===== src/rtl/flash_susp_pkg.sv =====
/*
 * Shared constants for the suspend and resume link of a serial NOR flash:
 * instruction codes, the fields of the discovery parameter word and the
 * timing figures that both ends derive their cycle counts from.
 * Assumes a single 50 MHz clock shared by both ends.
 */
package flash_susp_pkg;

    localparam int CLK_NS = 20;

    // Instruction codes carried on the link.
    localparam logic [7:0] OP_SUSPEND = 8'h75;
    localparam logic [7:0] OP_RESUME = 8'h7A;
    localparam logic [7:0] OP_ERASE = 8'hD8;
    localparam logic [7:0] OP_PROGRAM = 8'h02;
    localparam logic [7:0] OP_READ = 8'h03;
    localparam logic [7:0] OP_DISCOVER = 8'h5A;

    // Value returned for array reads and for unmapped discovery offsets.
    localparam logic [7:0] BLANK_BYTE = 8'hFF;

    // Fields of the suspend parameter word, most significant first.
    localparam logic SUSP_SUPPORTED = 1'b0;
    localparam logic [1:0] LAT_UNITS = 2'b10;
    localparam logic [4:0] LAT_COUNT = 5'b00101;
    localparam logic [3:0] GAP_COUNT = 4'b0001;
    localparam logic RESERVED_FUTURE_BIT = 1'b1;
    localparam logic [3:0] ERS_PROHIBIT = 4'b1110;
    localparam logic [3:0] PRG_PROHIBIT = 4'b1100;
    localparam logic [31:0] SUSP_WORD = {SUSP_SUPPORTED, LAT_UNITS,
        LAT_COUNT, GAP_COUNT, LAT_UNITS, LAT_COUNT, GAP_COUNT,
        RESERVED_FUTURE_BIT, ERS_PROHIBIT, PRG_PROHIBIT};

    // Byte offset of the least significant byte of the suspend word.
    localparam logic [7:0] SUSP_WORD_OFS = 8'h2C;

    // Suspend latency: (count + 1) units of 8 us, a longest time.
    localparam int LAT_UNIT_NS = 8000;
    localparam int SUSP_LAT_NS = (int'(LAT_COUNT) + 1) * LAT_UNIT_NS;
    localparam int SUSP_LAT_CYC = SUSP_LAT_NS / CLK_NS;

    // Resume to suspend gap: (count + 1) steps of 64 us, a least time.
    localparam int GAP_STEP_NS = 64000;
    localparam int RESUME_GAP_NS = (int'(GAP_COUNT) + 1) * GAP_STEP_NS;
    localparam int RESUME_GAP_CYC = (RESUME_GAP_NS + CLK_NS - 1) / CLK_NS;

    // Address bits that select a sector and a page.
    localparam int SECTOR_LSB = 16;
    localparam int PAGE_LSB = 9;

    typedef enum logic [2:0] {
        K_READ,
        K_ERASE,
        K_PROGRAM,
        K_SUSPEND,
        K_RESUME,
        K_DISCOVER
    } op_kind_t;

endpackage


===== src/rtl/flash_link.sv =====
/*
 * Link between the flash controller and the flash suspend logic.
 * Assumes both ends run on the same clock; requests are one-cycle pulses.
 */
`timescale 1ns/1ps
interface flash_link;
    logic req_valid;
    logic [7:0] req_code;
    logic [23:0] req_addr;
    logic rsp_valid;
    logic [7:0] rsp_data;
    logic erasing;
    logic programming;
    logic halting;
    logic ers_susp;
    logic prg_susp;

    modport dev (
        input req_valid, req_code, req_addr,
        output rsp_valid, rsp_data, erasing, programming, halting,
        output ers_susp, prg_susp
    );
    modport host (
        output req_valid, req_code, req_addr,
        input rsp_valid, rsp_data, erasing, programming, halting,
        input ers_susp, prg_susp
    );
endinterface


===== src/rtl/flash_susp_host.sv =====
/*
 * Controller end: turns user operations into link requests, refuses the
 * operations that are prohibited while an erase or a program is suspended,
 * and holds back a suspend until the resume to suspend gap has passed.
 * Assumes the flash end reports its running and suspended state on the link.
 */
`timescale 1ns/1ps
module flash_susp_host
    import flash_susp_pkg::*;
#(
    parameter int RESUME_GAP = flash_susp_pkg::RESUME_GAP_CYC,
    parameter int GW = 16
) (
    input wire logic mclk,
    input wire logic sys_rst,
    flash_link.host lnk,
    input wire logic usr_valid,
    input wire flash_susp_pkg::op_kind_t usr_kind,
    input wire logic [23:0] usr_addr,
    output logic usr_ready,
    output logic usr_refused,
    output logic usr_done,
    output logic [7:0] usr_data
);
    import flash_susp_pkg::*;

    // Cycles the request path stays closed after issuing, so that the
    // flash end's status has caught up before the next decision.
    localparam logic [1:0] SETTLE = 2'd2;

    typedef struct packed {
        logic req_valid;
        logic [7:0] req_code;
        logic [23:0] req_addr;
        logic [GW-1:0] gap_cnt;
        logic [1:0] hold;
        logic pend;
        logic [23:0] ers_addr;
        logic [23:0] prg_addr;
        logic ready;
        logic refused;
        logic done;
        logic [7:0] data;
    } host_regs_t;

    host_regs_t s_r;
    host_regs_t s_nxt;
    logic busy;
    logic same_sector;
    logic same_page;
    logic take;

    always_comb begin
        s_nxt = s_r;
        s_nxt.req_valid = 1'b0;
        s_nxt.refused = 1'b0;
        s_nxt.done = lnk.rsp_valid;
        if (lnk.rsp_valid) begin
            s_nxt.data = lnk.rsp_data;
        end
        busy = lnk.erasing || lnk.programming || lnk.halting;
        same_sector = usr_addr[23:SECTOR_LSB]
            == s_r.ers_addr[23:SECTOR_LSB];
        same_page = usr_addr[23:PAGE_LSB] == s_r.prg_addr[23:PAGE_LSB];
        take = usr_valid && s_r.ready;

        if (s_r.gap_cnt != '0) begin
            s_nxt.gap_cnt = s_r.gap_cnt - GW'(1);
        end
        if (s_r.hold != 2'd0) begin
            s_nxt.hold = s_r.hold - 2'd1;
        end

        // A suspend held back by the gap goes out once the gap is over.
        if (s_r.pend && s_r.gap_cnt == '0) begin
            s_nxt.pend = 1'b0;
            s_nxt.req_valid = 1'b1;
            s_nxt.req_code = OP_SUSPEND;
            s_nxt.hold = SETTLE;
        end

        if (take) begin
            unique case (usr_kind)
                K_ERASE: begin
                    if (lnk.ers_susp || lnk.prg_susp || busy) begin
                        s_nxt.refused = 1'b1;
                    end else begin
                        s_nxt.req_valid = 1'b1;
                        s_nxt.req_code = OP_ERASE;
                        s_nxt.ers_addr = usr_addr;
                    end
                end
                K_PROGRAM: begin
                    if (lnk.prg_susp || busy) begin
                        s_nxt.refused = 1'b1;
                    end else if (lnk.ers_susp && same_sector) begin
                        s_nxt.refused = 1'b1;
                    end else begin
                        s_nxt.req_valid = 1'b1;
                        s_nxt.req_code = OP_PROGRAM;
                        s_nxt.prg_addr = usr_addr;
                    end
                end
                K_READ: begin
                    if (lnk.ers_susp && same_sector) begin
                        s_nxt.refused = 1'b1;
                    end else if (lnk.prg_susp && same_page) begin
                        s_nxt.refused = 1'b1;
                    end else begin
                        s_nxt.req_valid = 1'b1;
                        s_nxt.req_code = OP_READ;
                    end
                end
                K_SUSPEND: begin
                    if (s_r.gap_cnt != '0) begin
                        s_nxt.pend = 1'b1;
                    end else begin
                        s_nxt.req_valid = 1'b1;
                        s_nxt.req_code = OP_SUSPEND;
                    end
                end
                K_RESUME: begin
                    s_nxt.req_valid = 1'b1;
                    s_nxt.req_code = OP_RESUME;
                    s_nxt.gap_cnt = GW'(RESUME_GAP);
                end
                K_DISCOVER: begin
                    s_nxt.req_valid = 1'b1;
                    s_nxt.req_code = OP_DISCOVER;
                end
                default: begin
                    s_nxt.refused = 1'b1;
                end
            endcase
            s_nxt.req_addr = usr_addr;
            if (s_nxt.req_valid) begin
                s_nxt.hold = SETTLE;
            end
        end

        s_nxt.ready = (s_nxt.hold == 2'd0) && !s_nxt.pend
            && !s_nxt.req_valid;
    end

    always_ff @(posedge mclk or posedge sys_rst) begin
        if (sys_rst) begin
            s_r <= '0;
        end else begin
            s_r <= s_nxt;
        end
    end

    assign lnk.req_valid = s_r.req_valid;
    assign lnk.req_code = s_r.req_code;
    assign lnk.req_addr = s_r.req_addr;
    assign usr_ready = s_r.ready;
    assign usr_refused = s_r.refused;
    assign usr_done = s_r.done;
    assign usr_data = s_r.data;

endmodule // flash_susp_host


===== src/flat_wrapper.sv =====
// flat-port wrapper written by rule: the top's interface ports become plain ports
module flash_susp_host_flat import flash_susp_pkg::*;
#(
    parameter int RESUME_GAP = flash_susp_pkg::RESUME_GAP_CYC,
    parameter int GW = 16
)
  (mclk, sys_rst, usr_valid, usr_kind, usr_addr, usr_ready, usr_refused, usr_done, usr_data, lnk_req_valid, lnk_req_code, lnk_req_addr, lnk_rsp_valid, lnk_rsp_data, lnk_erasing, lnk_programming, lnk_halting, lnk_ers_susp, lnk_prg_susp);
  flash_link lnk_i ();
  input wire logic mclk;
  input wire logic sys_rst;
  input wire logic usr_valid;
  input wire flash_susp_pkg::op_kind_t usr_kind;
  input wire logic [23:0] usr_addr;
  output logic usr_ready;
  output logic usr_refused;
  output logic usr_done;
  output logic [7:0] usr_data;
  output wire logic [$bits(lnk_i.req_valid)-1:0] lnk_req_valid;
  output wire logic [$bits(lnk_i.req_code)-1:0] lnk_req_code;
  output wire logic [$bits(lnk_i.req_addr)-1:0] lnk_req_addr;
  input wire logic [$bits(lnk_i.rsp_valid)-1:0] lnk_rsp_valid;
  input wire logic [$bits(lnk_i.rsp_data)-1:0] lnk_rsp_data;
  input wire logic [$bits(lnk_i.erasing)-1:0] lnk_erasing;
  input wire logic [$bits(lnk_i.programming)-1:0] lnk_programming;
  input wire logic [$bits(lnk_i.halting)-1:0] lnk_halting;
  input wire logic [$bits(lnk_i.ers_susp)-1:0] lnk_ers_susp;
  input wire logic [$bits(lnk_i.prg_susp)-1:0] lnk_prg_susp;
  assign lnk_req_valid = lnk_i.req_valid;
  assign lnk_req_code = lnk_i.req_code;
  assign lnk_req_addr = lnk_i.req_addr;
  assign lnk_i.rsp_valid = lnk_rsp_valid;
  assign lnk_i.rsp_data = lnk_rsp_data;
  assign lnk_i.erasing = lnk_erasing;
  assign lnk_i.programming = lnk_programming;
  assign lnk_i.halting = lnk_halting;
  assign lnk_i.ers_susp = lnk_ers_susp;
  assign lnk_i.prg_susp = lnk_prg_susp;
  flash_susp_host #(.RESUME_GAP(RESUME_GAP), .GW(GW)) u_core (.mclk(mclk), .sys_rst(sys_rst), .lnk(lnk_i), .usr_valid(usr_valid), .usr_kind(usr_kind), .usr_addr(usr_addr), .usr_ready(usr_ready), .usr_refused(usr_refused), .usr_done(usr_done), .usr_data(usr_data));
endmodule

===== config.mk =====
export PLATFORM = sky130hd
export DESIGN_NAME = flash_susp_host_flat
export DESIGN_NICKNAME = d
export VERILOG_FILES = /design/src/rtl/flash_susp_pkg.sv /design/src/rtl/flash_link.sv /design/src/rtl/flash_susp_host.sv /design/src/flat_wrapper.sv
export SDC_FILE = /design/constraint.sdc
export NUM_CORES = 1
export LEC_CHECK = 0
export ABC_AREA = 1
export BUFFER_PORTS_ARGS = -buffer_cell sky130_fd_sc_hd__buf_4
export CAP_MARGIN = 20
export CORE_AREA = 2 2 107 109
export DETAILED_ROUTE_END_ITERATION = 16
export DIE_AREA = 0 0 109 111
export PLACE_DENSITY = 0.68
export SLEW_MARGIN = 20
export SYNTH_ARGS = -nofsm -noshare
export SYNTH_HDL_FRONTEND = slang
export SYNTH_SLANG_ARGS = --single-unit

===== constraint.sdc =====
create_clock -name mclk -period 2.87 [get_ports mclk]
set_clock_uncertainty 0.1 [all_clocks]
set_input_delay 0.287 -clock mclk [delete_from_list [all_inputs] [get_ports mclk]]
set_output_delay 0.287 -clock mclk [all_outputs]
set_load 0.02 [all_outputs]

==> summary.md, run 1 <==
| Metric | Value |
|---|---|
| FMAX | 509 MHz |
| Crit path top cell by count | nand2_2 |
| Post-CTS Hold Fix Bufs | 0 |
| Fin util | 48.6% |
| Hold Path Class | primary input to asynchronous set/reset pin |
| GRT overflow | 0 |
| 1st-pass router iterations | 5 |
| Clock slew at reported path FFs | 60 ps |
| Worst VDD drop | between 0.3 and 0.4 mV |
| Diodes inserted | 0 |
| DR vias/cell | about 4.7 |
| Slowest cell on the critical path | dfrtp_1 |
| R2r setup slk | 900 ps |
| Sequential area share after synthesis | 47.6% |
| Multi-input gate area | around 1800 um^2 |
| DRC | 0 |
| Htree depth | 3 |
| Synthesized area per cell | 7.94 um^2 |
| Hold_ws | -23.0 ps |
| Overall routing resource usage | 17.4% |
| Routability cong. | approximately 0.92 |
| CP endpoint | u_core.usr_ready |
| Post-layout min period | 1970 ps |
| Final ANT Viol Nets | 0 |
| Layout cell share with drive strength beyond 1 | 23.6% |
| Die ar. | 12100 um^2 |
| Relative slew slack | 53.3% |
| Total of cells resized after clock tree synthesis | 0 |
| Fillers | 1074 |
| Wire length per cell | roughly 13 um |
| Post-synthesis cell area | 4520 um^2 |
| DR iter-0 viols | approximately 220 |
| Sequential cell area | 2150 um^2 |
| Synth warn | 0 |
| Cell leakage power | 2.78 nW |
| Vias | ~3600 |
| R2R Path End | u_core.usr_ready |
| Final setup fails | 0 |
| Critical path capture point type | flip-flop |
| CP delay by family, top | simple AND/OR/NAND/NOR gates |
| CTS tree | done |
| Ports | 88 |
| R2r worst-path depth | 11 |
| Yosys cell types | 36 |
| Die height | 111 um |
| Power per cell area | 803 nW/um^2 |
| Synthesized Nets | 614 |
| Aggregate routed wire length | 9.74 mm |
| Worst-Skew Late Latency | 340 ps |
| Critical Path RT | 3010 ps |
| Critical-path cell list | inv_1 > ha_1 > nand2_2 > nor2_4 > nand3_4 > nor2_8 > inv_2 > a21oi_4 > nand2_2 > nand2_2 > nor2_1 |
| Root buf cell | clkbuf_16 |
| Synth Register Bits | 86 |
| Num CTS Buffers | 9 |
| Commonest non-fill, non-tap cell in the layout | nand2_1 |
| Most frequent cells in the layout | nand2_1 (176), buf_4 (94), dfrtp_1 (86), inv_1 (59) |
| WS Path Type | flip-flop to flip-flop |
| Final Max Tran Viols | 0 |
| # Post-CTS Setup Buffers | 0 |
| Worst path depth | 11 |
| Failing checks | negative hold slack |
| Bufs and invs on worst path | 2 |
| NumNets Final | 668 |
| Largest net degree at the start of global routing | 58 |
| CP arrival | 2100 ps |
| CP Max Fanout | 9 |
| Vias in the first global route | roughly 3500 |
| Width of the die | 109 um |
| Clk sinks | 86 |
| Crit share post-route | 68.5% |
| Worst flop-to-flop path startpoint | u_core.s_r[62] |
| Antenna violations before repair | 0 |
| Startpoint Class | flip-flop |
| Core box area | between 10000 and 15000 um^2 |
| Worst path max stage delay | 370 ps |
| Global-route wire length before repair | around 17 mm |
| Row count | 39 |
| Max Cap Viol | 0 |
| RSZ-0062 raised after global routing | no |
| Port Buffers | 87 |
| Hold Vio Cnt, Final | 54 |
| Worst-margin pin slew | 701 ps |
| Status | finished with violations |
| Post-DP HPWL | slightly above 7 mm |
| Fin Setup TNS | 0 ps |
| Crit path launch | u_core.s_r[62] |
| Gate Count Post-Synth | 569 |
| P&R area growth vs syn | 19.2% |
| Initial Util | 40.8% |
| Max Buffers Root-to-Sink | 2 |
-- through the flow --
step                      hold WS [ps]  power, mW  cells  setup WS, ps  cell area [um^2]
after CTS                         24.9       4.37    771           907              5380
final                            -23.0       4.32    771           904              5380
after global placement             366       3.06    755           999              5060
after global routing              31.3       4.58    771           706              5380
after detailed placement           371       3.09    755           905              5060
after floorplan                    218       2.80    569           261              4520
-- routing by layer --
| metal | GRT usage [%] | wire length (um) | vias up |
|---|---|---|---|
| li1 | - | - | 1845 |
| met1 | 23.5 | 4520 | 1666 |
| met2 | 27.5 | 4470 | 113 |
| met3 | 2.94 | 516 | 18 |
| met4 | 7.52 | 223 | 0 |
| met5 | 0 | 0 | - |
-- Yosys cell counts --
library cell  number  area share [%]
a32oi_1            1            0.19
o21ai_0           46             5.1
or2_2              1            0.14
a211oi_1           1            0.17
dfrtp_1           86              48
inv_2             10            0.83
ha_1               1            0.28
nor3_1             8            0.89
nand2_2            7            0.97
buf_4             40             6.6
and3_1             1            0.14
a21oi_4            1            0.36
buf_2              2            0.22
nor2b_1            1            0.14
nor4_1             2            0.28
o211ai_1           1            0.17
nor2_2             5            0.69
nor2_4             2            0.50
o21ai_1            1            0.11
nand2_1          176              15
nand3_1           15             1.7
or2_4              1            0.19
xor2_1            10             1.9
a21oi_1           12             1.3
a22oi_1            1            0.17
clkbuf_1           9            0.75
nor3_4             1            0.36
nand3b_1           1            0.17
inv_1             60             5.0
o22ai_1            3            0.42
nor2_1            46             3.8
o31ai_1            1            0.17
nand3_4            1            0.39
mux2_2             8             2.0
nor2_8             2            0.89
nand4_1            5            0.69
-- registers in the layout (all words and copies together) (netlist names) --
| signal | flops |
|---|---|
| u_core.s_r | 42 |
| u_core.lnk.req_addr | 24 |
| u_core.usr_refused | 1 |
| u_core.lnk.req_valid | 1 |
| u_core.usr_done | 1 |
| u_core.usr_data | 8 |
| u_core.lnk.req_code | 8 |
| u_core.usr_ready | 1 |
-- final cells by class --
type	count	share of cell area (%)
well taps	143	3.32
clock inverters	4	1.44
flip-flops and latches	86	40.0
clock buffers	12	4.58
repair buffers	94	13.1
multi-input cells	362	32.7
inverters	70	4.93
-- where the power goes --
| group | total (mW) | switching, mW | internal, mW |
|---|---|---|---|
| clock network | 1.26 | 0.469 | 0.791 |
| registers | 1.76 | 0.238 | 1.52 |
| logic | 1.30 | 0.776 | 0.529 |
| total | 4.32 | 1.48 | 2.84 |
-- how the worst min path moves through the flow --
stage	from	to	slack, ps
3_5_place_dp	u_core.lnk.req_addr[7]	u_core.lnk.req_addr[7]	370
3_3_place_gp	u_core.lnk.req_addr[3]	u_core.lnk.req_addr[3]	370
4_1_cts	usr_addr[0]	u_core.lnk.req_addr[0]	20
5_1_grt	sys_rst	u_core.usr_data[0]	30
6_report	sys_rst	u_core.usr_data[0]	-20
2_1_floorplan	lnk_rsp_valid	u_core.usr_done	220
-- kinds of logic (layout without fill, tap and decap cells) --
logic type               count (synthesis)  in the layout  share of synthesized area (%)
adder cells (fa/ha/maj)                  1              1                          0.277
AO/OA/AOI/OAI                           68             68                           8.17
flip-flops                              86             86                           47.6
AND/OR/NAND/NOR                        275            275                           26.5
buffers and inverters                  121            180                           13.4
multiplexers                             8              8                           1.99
XOR/XNOR                                10             10                           1.94
Note: power is estimated with default switching activity, not from simulation.
==> run 2: changes to the inputs <==
Settings changed: PLACE_DENSITY 0.68 to 0.7.
Clock period 2.87 ns to 1.8 ns, I/O delays scaled along.
==> run 2 against run 1 <==
Cell count grew 4.9%. The flow finishes with violations (negative setup slack). Register-to-register slack lost 950 ps. Clock power grew 49%.
==> summary.md, run 2 (synthesis gave the netlist of run 1 again) <==
| Metric | Value |
|---|---|
| WS Path Type | flip-flop to flip-flop |
| Final non-filler cell area | 5780 um^2 |
| Port Buffers | 87 |
| Critical path capture point type | flip-flop |
| NumNets Final | 706 |
| Bufs and invs on worst path | 1 |
| DR iter-0 viols | 223 |
| Startpoint Class | flip-flop |
| DR vias/cell | about 4.7 |
| Post-DP HPWL | 7.45 mm |
| Worst slack, placed | -7.38 ps |
| Cell Area, Placed | 5190 um^2 |
| Root buf cell | clkbuf_16 |
| Worst flop-to-flop path startpoint | u_core.s_r[62] |
| Overall routing resource usage | 17.9% |
| Aggregate routed wire length | 10.2 mm |
| Ports | 88 |
| Commonest non-fill, non-tap cell in the layout | nand2_1 |
| Final Max Tran Viols | 0 |
| Fillers | between 1000 and 1500 |
| Tot Pwr | 6.95 mW |
| R2r setup slk | -50 ps |
| CP Max Fanout | 6 |
| Largest register FFs | 42 |
| Final ANT Viol Nets | 0 |
| Routability cong. | 0.911 |
| DRC | 0 |
| Global-route wire length before repair | 17.2 mm |
| Hold Vio Cnt, Final | 0 |
| Worst path max stage delay | roughly 400 ps |
| RSZ-0062 raised after global routing | yes |
| Width of the die | 109 um |
| Cell leakage power | 2.96 nW |
| Status | finished with violations |
| Relative slew slack | 68.9% |
| Clock slew at reported path FFs | 60 ps |
| Clk sinks | 86 |
| Crit path launch | u_core.s_r[62] |
| CP delay by family, top | simple AND/OR/NAND/NOR gates |
| Worst VDD drop | about 0.75 mV |
| GRT overflow | 0 |
| Worst path depth | 13 |
| Failing checks | negative setup slack |
| Core box area | between 10000 and 15000 um^2 |
| R2r worst-path depth | 13 |
| Antenna violations before repair | 0 |
| Critical-path cell list | inv_2 > ha_2 > nand2_2 > nor2_4 > nand3_4 > nor2_8 > nand2_2 > nand3_2 > nor2_2 > nand2_2 > nand2_2 > nand2_2 > nor2_1 |
| Crit path top cell by count | nand2_2 |
| Row count | 39 |
| Diodes inserted | 0 |
| Initial Util | 40.8% |
| Num CTS Buffers | 9 |
| 1st-pass router iterations | 5 |
| Die height | 111 um |
| Most frequent cells in the layout | nand2_1 (171), buf_4 (110), dfrtp_1 (86), inv_1 (58), o21ai_0 (45) |
| Largest net degree at the start of global routing | a little under 90 |
| Vias in the first global route | 3742 |
| Layout cell share with drive strength beyond 1 | 27.2% |
| Wire length per cell | around 13 um |
| Htree depth | 3 |
| Max Buffers Root-to-Sink | 2 |
| CTS tree | done |
| Critical Path RT | ~1900 ps |
| Final setup fails | 3 |
| Max Cap Viol | 0 |
| FMAX | about 540 MHz |
| P&R area growth vs syn | 28.0% |
| Power per cell area | 1200 nW/um^2 |
| R2R Path End | u_core.usr_ready |
| Fin worst setup slack | -49.7 ps |
| CP arrival | a little under 2000 ps |
| Vias | 3764 |
| Top reg by flops | u_core.s_r |
| Die ar. | 12100 um^2 |
| Hold Path Class | primary input to flip-flop |
| Post-layout min period | 1850 ps |
| Worst-margin pin slew | 466 ps |
| CP endpoint | u_core.usr_ready |
| Worst-Skew Late Latency | 340 ps |
| Crit share post-route | 103% |
| Slowest cell on the critical path | dfrtp_1 |
## run 2: routing by layer
layer / wire length (um) / part of all wire [%] / GRT usage [%]
met1: 4700 / 46 / 23.8
met2: 4900 / 48 / 28.7
met3: 411 / 4.0 / 3.64
met4: 181 / 1.8 / 6.32
met5: 0 / 0 / 0
## run 2: how the worst min path moves through the flow
stage,startpoint,to,slack [ps],cells past startpoint
2_1_floorplan,lnk_rsp_valid,u_core.usr_done,110,0
3_3_place_gp,sys_rst,u_core.usr_data[7],250,3
3_5_place_dp,sys_rst,u_core.usr_data[0],250,3
4_1_cts,usr_kind[2],u_core.lnk.req_code[3],20,3
5_1_grt,usr_kind[2],u_core.lnk.req_code[3],50,3
6_report,usr_kind[2],u_core.lnk.req_code[3],30,3
## run 2: repair_timing
action,4_1_cts,5_1_grt
endpoints found under the hold margin,104,0
buffers inserted,1,4
endpoints found under the setup margin,2,19
pin swaps,3,9
hold buffers,19,0
gates resized for setup,0,19
## run 2: cell type report
type	instances	area, um^2	area share, %
repair buffers	132	1070	18.5
inverters	70	269	4.65
clock inverters	2	38.8	0.671
well taps	143	179	3.09
multi-input cells	362	1810	31.3
clock buffers	14	264	4.57
flip-flops and latches	86	2150	37.2
## run 2: worst reg2reg max path, stage by stage, from the launching register on
cell,delay [ps]
dfrtp_1,400
inv_2,60
ha_2,170
nand2_2,70
nor2_4,150
nand3_4,170
nor2_8,200
nand2_2,70
nand3_2,80
nor2_2,50
nand2_2,60
nand2_2,60
nand2_2,60
nor2_1,40
## run 2: power by group
part | leakage, nW | internal [mW] | total [mW] | switching, mW
Clock | 0.147 | 1.16 | 1.88 | 0.718
Sequential | 1.08 | 2.43 | 2.77 | 0.345
Combinational | 1.73 | 0.979 | 2.31 | 1.33
Total | 2.96 | 4.56 | 6.95 | 2.39
## run 2: through the flow
step                      setup TNS [ps]  utilization, %  instances  hold WS (ps)
after floorplan                        0               -        569           111
after global placement                 0            46.9        769           250
after detailed placement           -7.38            46.9        769           255
after CTS                              0            51.4        805          19.5
after global routing                -917            52.2        809          53.5
final                              -65.5            52.2        809          33.0
==> run 3: changes to the inputs <==
==> constraint.sdc (replaced) <==
create_clock -name mclk -period 1.8 [get_ports mclk]
set_clock_uncertainty 0.1 [all_clocks]
set_input_delay 0 -clock mclk [delete_from_list [all_inputs] [get_ports mclk]]
set_output_delay 0 -clock mclk [all_outputs]
set_load 0.02 [all_outputs]
==> run 3 against run 2 <==
The flow now finishes without violations. Cell count grew 1.6%. Critical path depth is the same. Highest routed layer unchanged. Total power about the same.
==> summary.md, run 3 (synthesis gave the netlist of run 1 again) <==
| Metric | Value |
|---|---|
| Pint | 4.54 mW |
| Crit share post-route | 98.5% |
| NumNets Final | around 720 |
| Commonest non-fill, non-tap cell in the layout | nand2_1 |
| Port Buffers | 87 |
| Finished Layout Cells | between 800 and 900 |
| Clk sinks | 86 |
| Clock slew at reported path FFs | about 60 ps |
| Row count | 39 |
| Largest net degree at the start of global routing | 42 |
| Hold_ws | 15.7 ps |
| Largest register FFs | 42 |
| Max Buffers Root-to-Sink | 2 |
| Worst path max stage delay | approximately 380 ps |
| Worst-margin pin slew | 562 ps |
| Sw Pwr | 2.42 mW |
| Power per cell area | 1170 nW/um^2 |
| Worst flop-to-flop path startpoint | u_core.s_r[62] |
| Worst-Skew Late Latency | 330 ps |
| Vias | 3811 |
| Status | finished clean |
| Final non-filler cell area | 5930 um^2 |
| Cell Area, Placed | just over 5000 um^2 |
| Sw frac | between 30% and 40% |
| Core box area | 11100 um^2 |
| GRT overflow | 0 |
| 1st-pass router iterations | 4 |
| Fin worst setup slack | 27.2 ps |
| CP arrival | approximately 1900 ps |
| Relative slew slack | a little over three fifths |
| CP delay by family, top | simple AND/OR/NAND/NOR gates |
| Bufs and invs on worst path | 1 |
| CTS tree | done |
| Register share of total power | about two fifths |
| Most frequent cells in the layout | nand2_1 (171), buf_4 (105), dfrtp_1 (85), inv_1 (58), o21ai_0 (46) |
| Critical Path RT | 1930 ps |
| Final ANT Viol Nets | 0 |
| Aggregate routed wire length | 10.3 mm |
| Placed cells | 766 |
| Routability cong. | 0.906 |
| Worst Hold Launch | usr_valid |
| Hold Path Class | primary input to flip-flop |
| Critical path capture point type | flip-flop |
| Root buf cell | clkbuf_16 |
| Htree depth | 3 |
| Tot Pwr | 6.96 mW |
| Width of the die | 109 um |
| Fin Setup TNS | 0 ps |
| FMAX | 564 MHz |
| DR iter-0 viols | 217 |
| Antenna violations before repair | 0 |
| Num CTS Buffers | 9 |
| Worst slack, placed | 1.33 ps |
| Multi-input gate area | around 1800 um^2 |
| WS Path Type | flip-flop to flip-flop |
| Cell leakage power | 3.01 nW |
| Post-DP HPWL | 7.34 mm |
| Slowest cell on the critical path | dfrtp_1 |
| Fin util | 53.6% |
| Hold Vio Cnt, Final | 0 |
| Global-route wire length before repair | 17.3 mm |
| Diodes inserted | 0 |
| Critical-path cell list | inv_2 > ha_2 > nand2_2 > nor2_4 > nand3_4 > nor2_8 > nand2_2 > nand2_1 > nor2_2 > nand2_2 > nand2_2 > nand2_2 > nor2_1 |
| DR vias/cell | 4.64 |
| Die height | ~110 um |
| Crit path launch | u_core.s_r[62] |
| RSZ-0062 raised after global routing | yes |
| Wire length per cell | 12.5 um |
| Startpoint Class | flip-flop |
| Die ar. | ~12000 um^2 |
| Layout cell share with drive strength beyond 1 | 26.2% |
| Share of power burned in combinational logic | approximately 34% |
| Vias in the first global route | around 3800 |
| Final setup fails | 0 |
| Top reg by flops | u_core.s_r |
| Ports | 88 |
| Clock power share | 26.5% |
| CP Max Fanout | 6 |
| Initial Util | 40.8% |
| Max Cap Viol | 0 |
| Overall routing resource usage | 18.1% |
| Fillers | 980 |
| DRC | 0 |
| Final Max Tran Viols | 0 |
| Crit path top cell by count | nand2_2 |
| Post-layout min period | 1770 ps |
| Sequential cell area | ~2200 um^2 |
| P&R area growth vs syn | 31.3% |
| Worst VDD drop | 0.539 mV |
[run 3: worst min-delay path, cell delays in order]
cell	delay, ps
buf_4	110
nand2_1	200
a21oi_1	90
[run 3: power groups by stage]
stage          Sequential [mW]  Clock [mW]  Combinational [mW]
6_report                  2.78        1.85                2.33
5_1_grt                   2.85        1.98                2.58
4_1_cts                   2.76        1.89                2.31
3_5_place_dp              2.78           0                2.24
3_3_place_gp              2.77           0                2.20
2_1_floorplan             2.73           0                1.74
[run 3: repair_timing]
action / CTS / global route
setup endpoints to repair: 2 / 20
hold buffers: 37 / 0
buffers inserted: 1 / 2
pin swaps: 0 / 5
resized for setup: 0 / 19
hold endpoints to repair: 81 / 0
[run 3: cell type report]
class,instances,share of cell area (%)
sequential,86,36.3
multi-input combinational,362,30.6
timing repair buffer,145,20.5
inverter,70,4.53
clock buffer,13,4.22
tap,143,3.02
clock inverter,3,0.738
[run 3: worst paths after layout]
path	end	slack (ps)	cells past startpoint
hold reg to reg	u_core.lnk.req_addr[2]	380	2
setup reg to reg	u_core.usr_ready	30	13
setup / recovery	u_core.usr_ready	30	13
hold / removal	u_core.usr_refused	20	3
min in group asynchronous	u_core.lnk.req_addr[13]	190	3
max in group asynchronous	u_core.lnk.req_addr[5]	830	4
[run 3: metal layers]
layer | GRT usage, % | up-vias | part of all wire (%)
li1 | - | 1949 | -
met1 | 24.1 | 1766 | 47
met2 | 29.5 | 90 | 48
met3 | 3.76 | 6 | 4.4
met4 | 5.21 | 0 | 0.78
met5 | 0 | - | 0
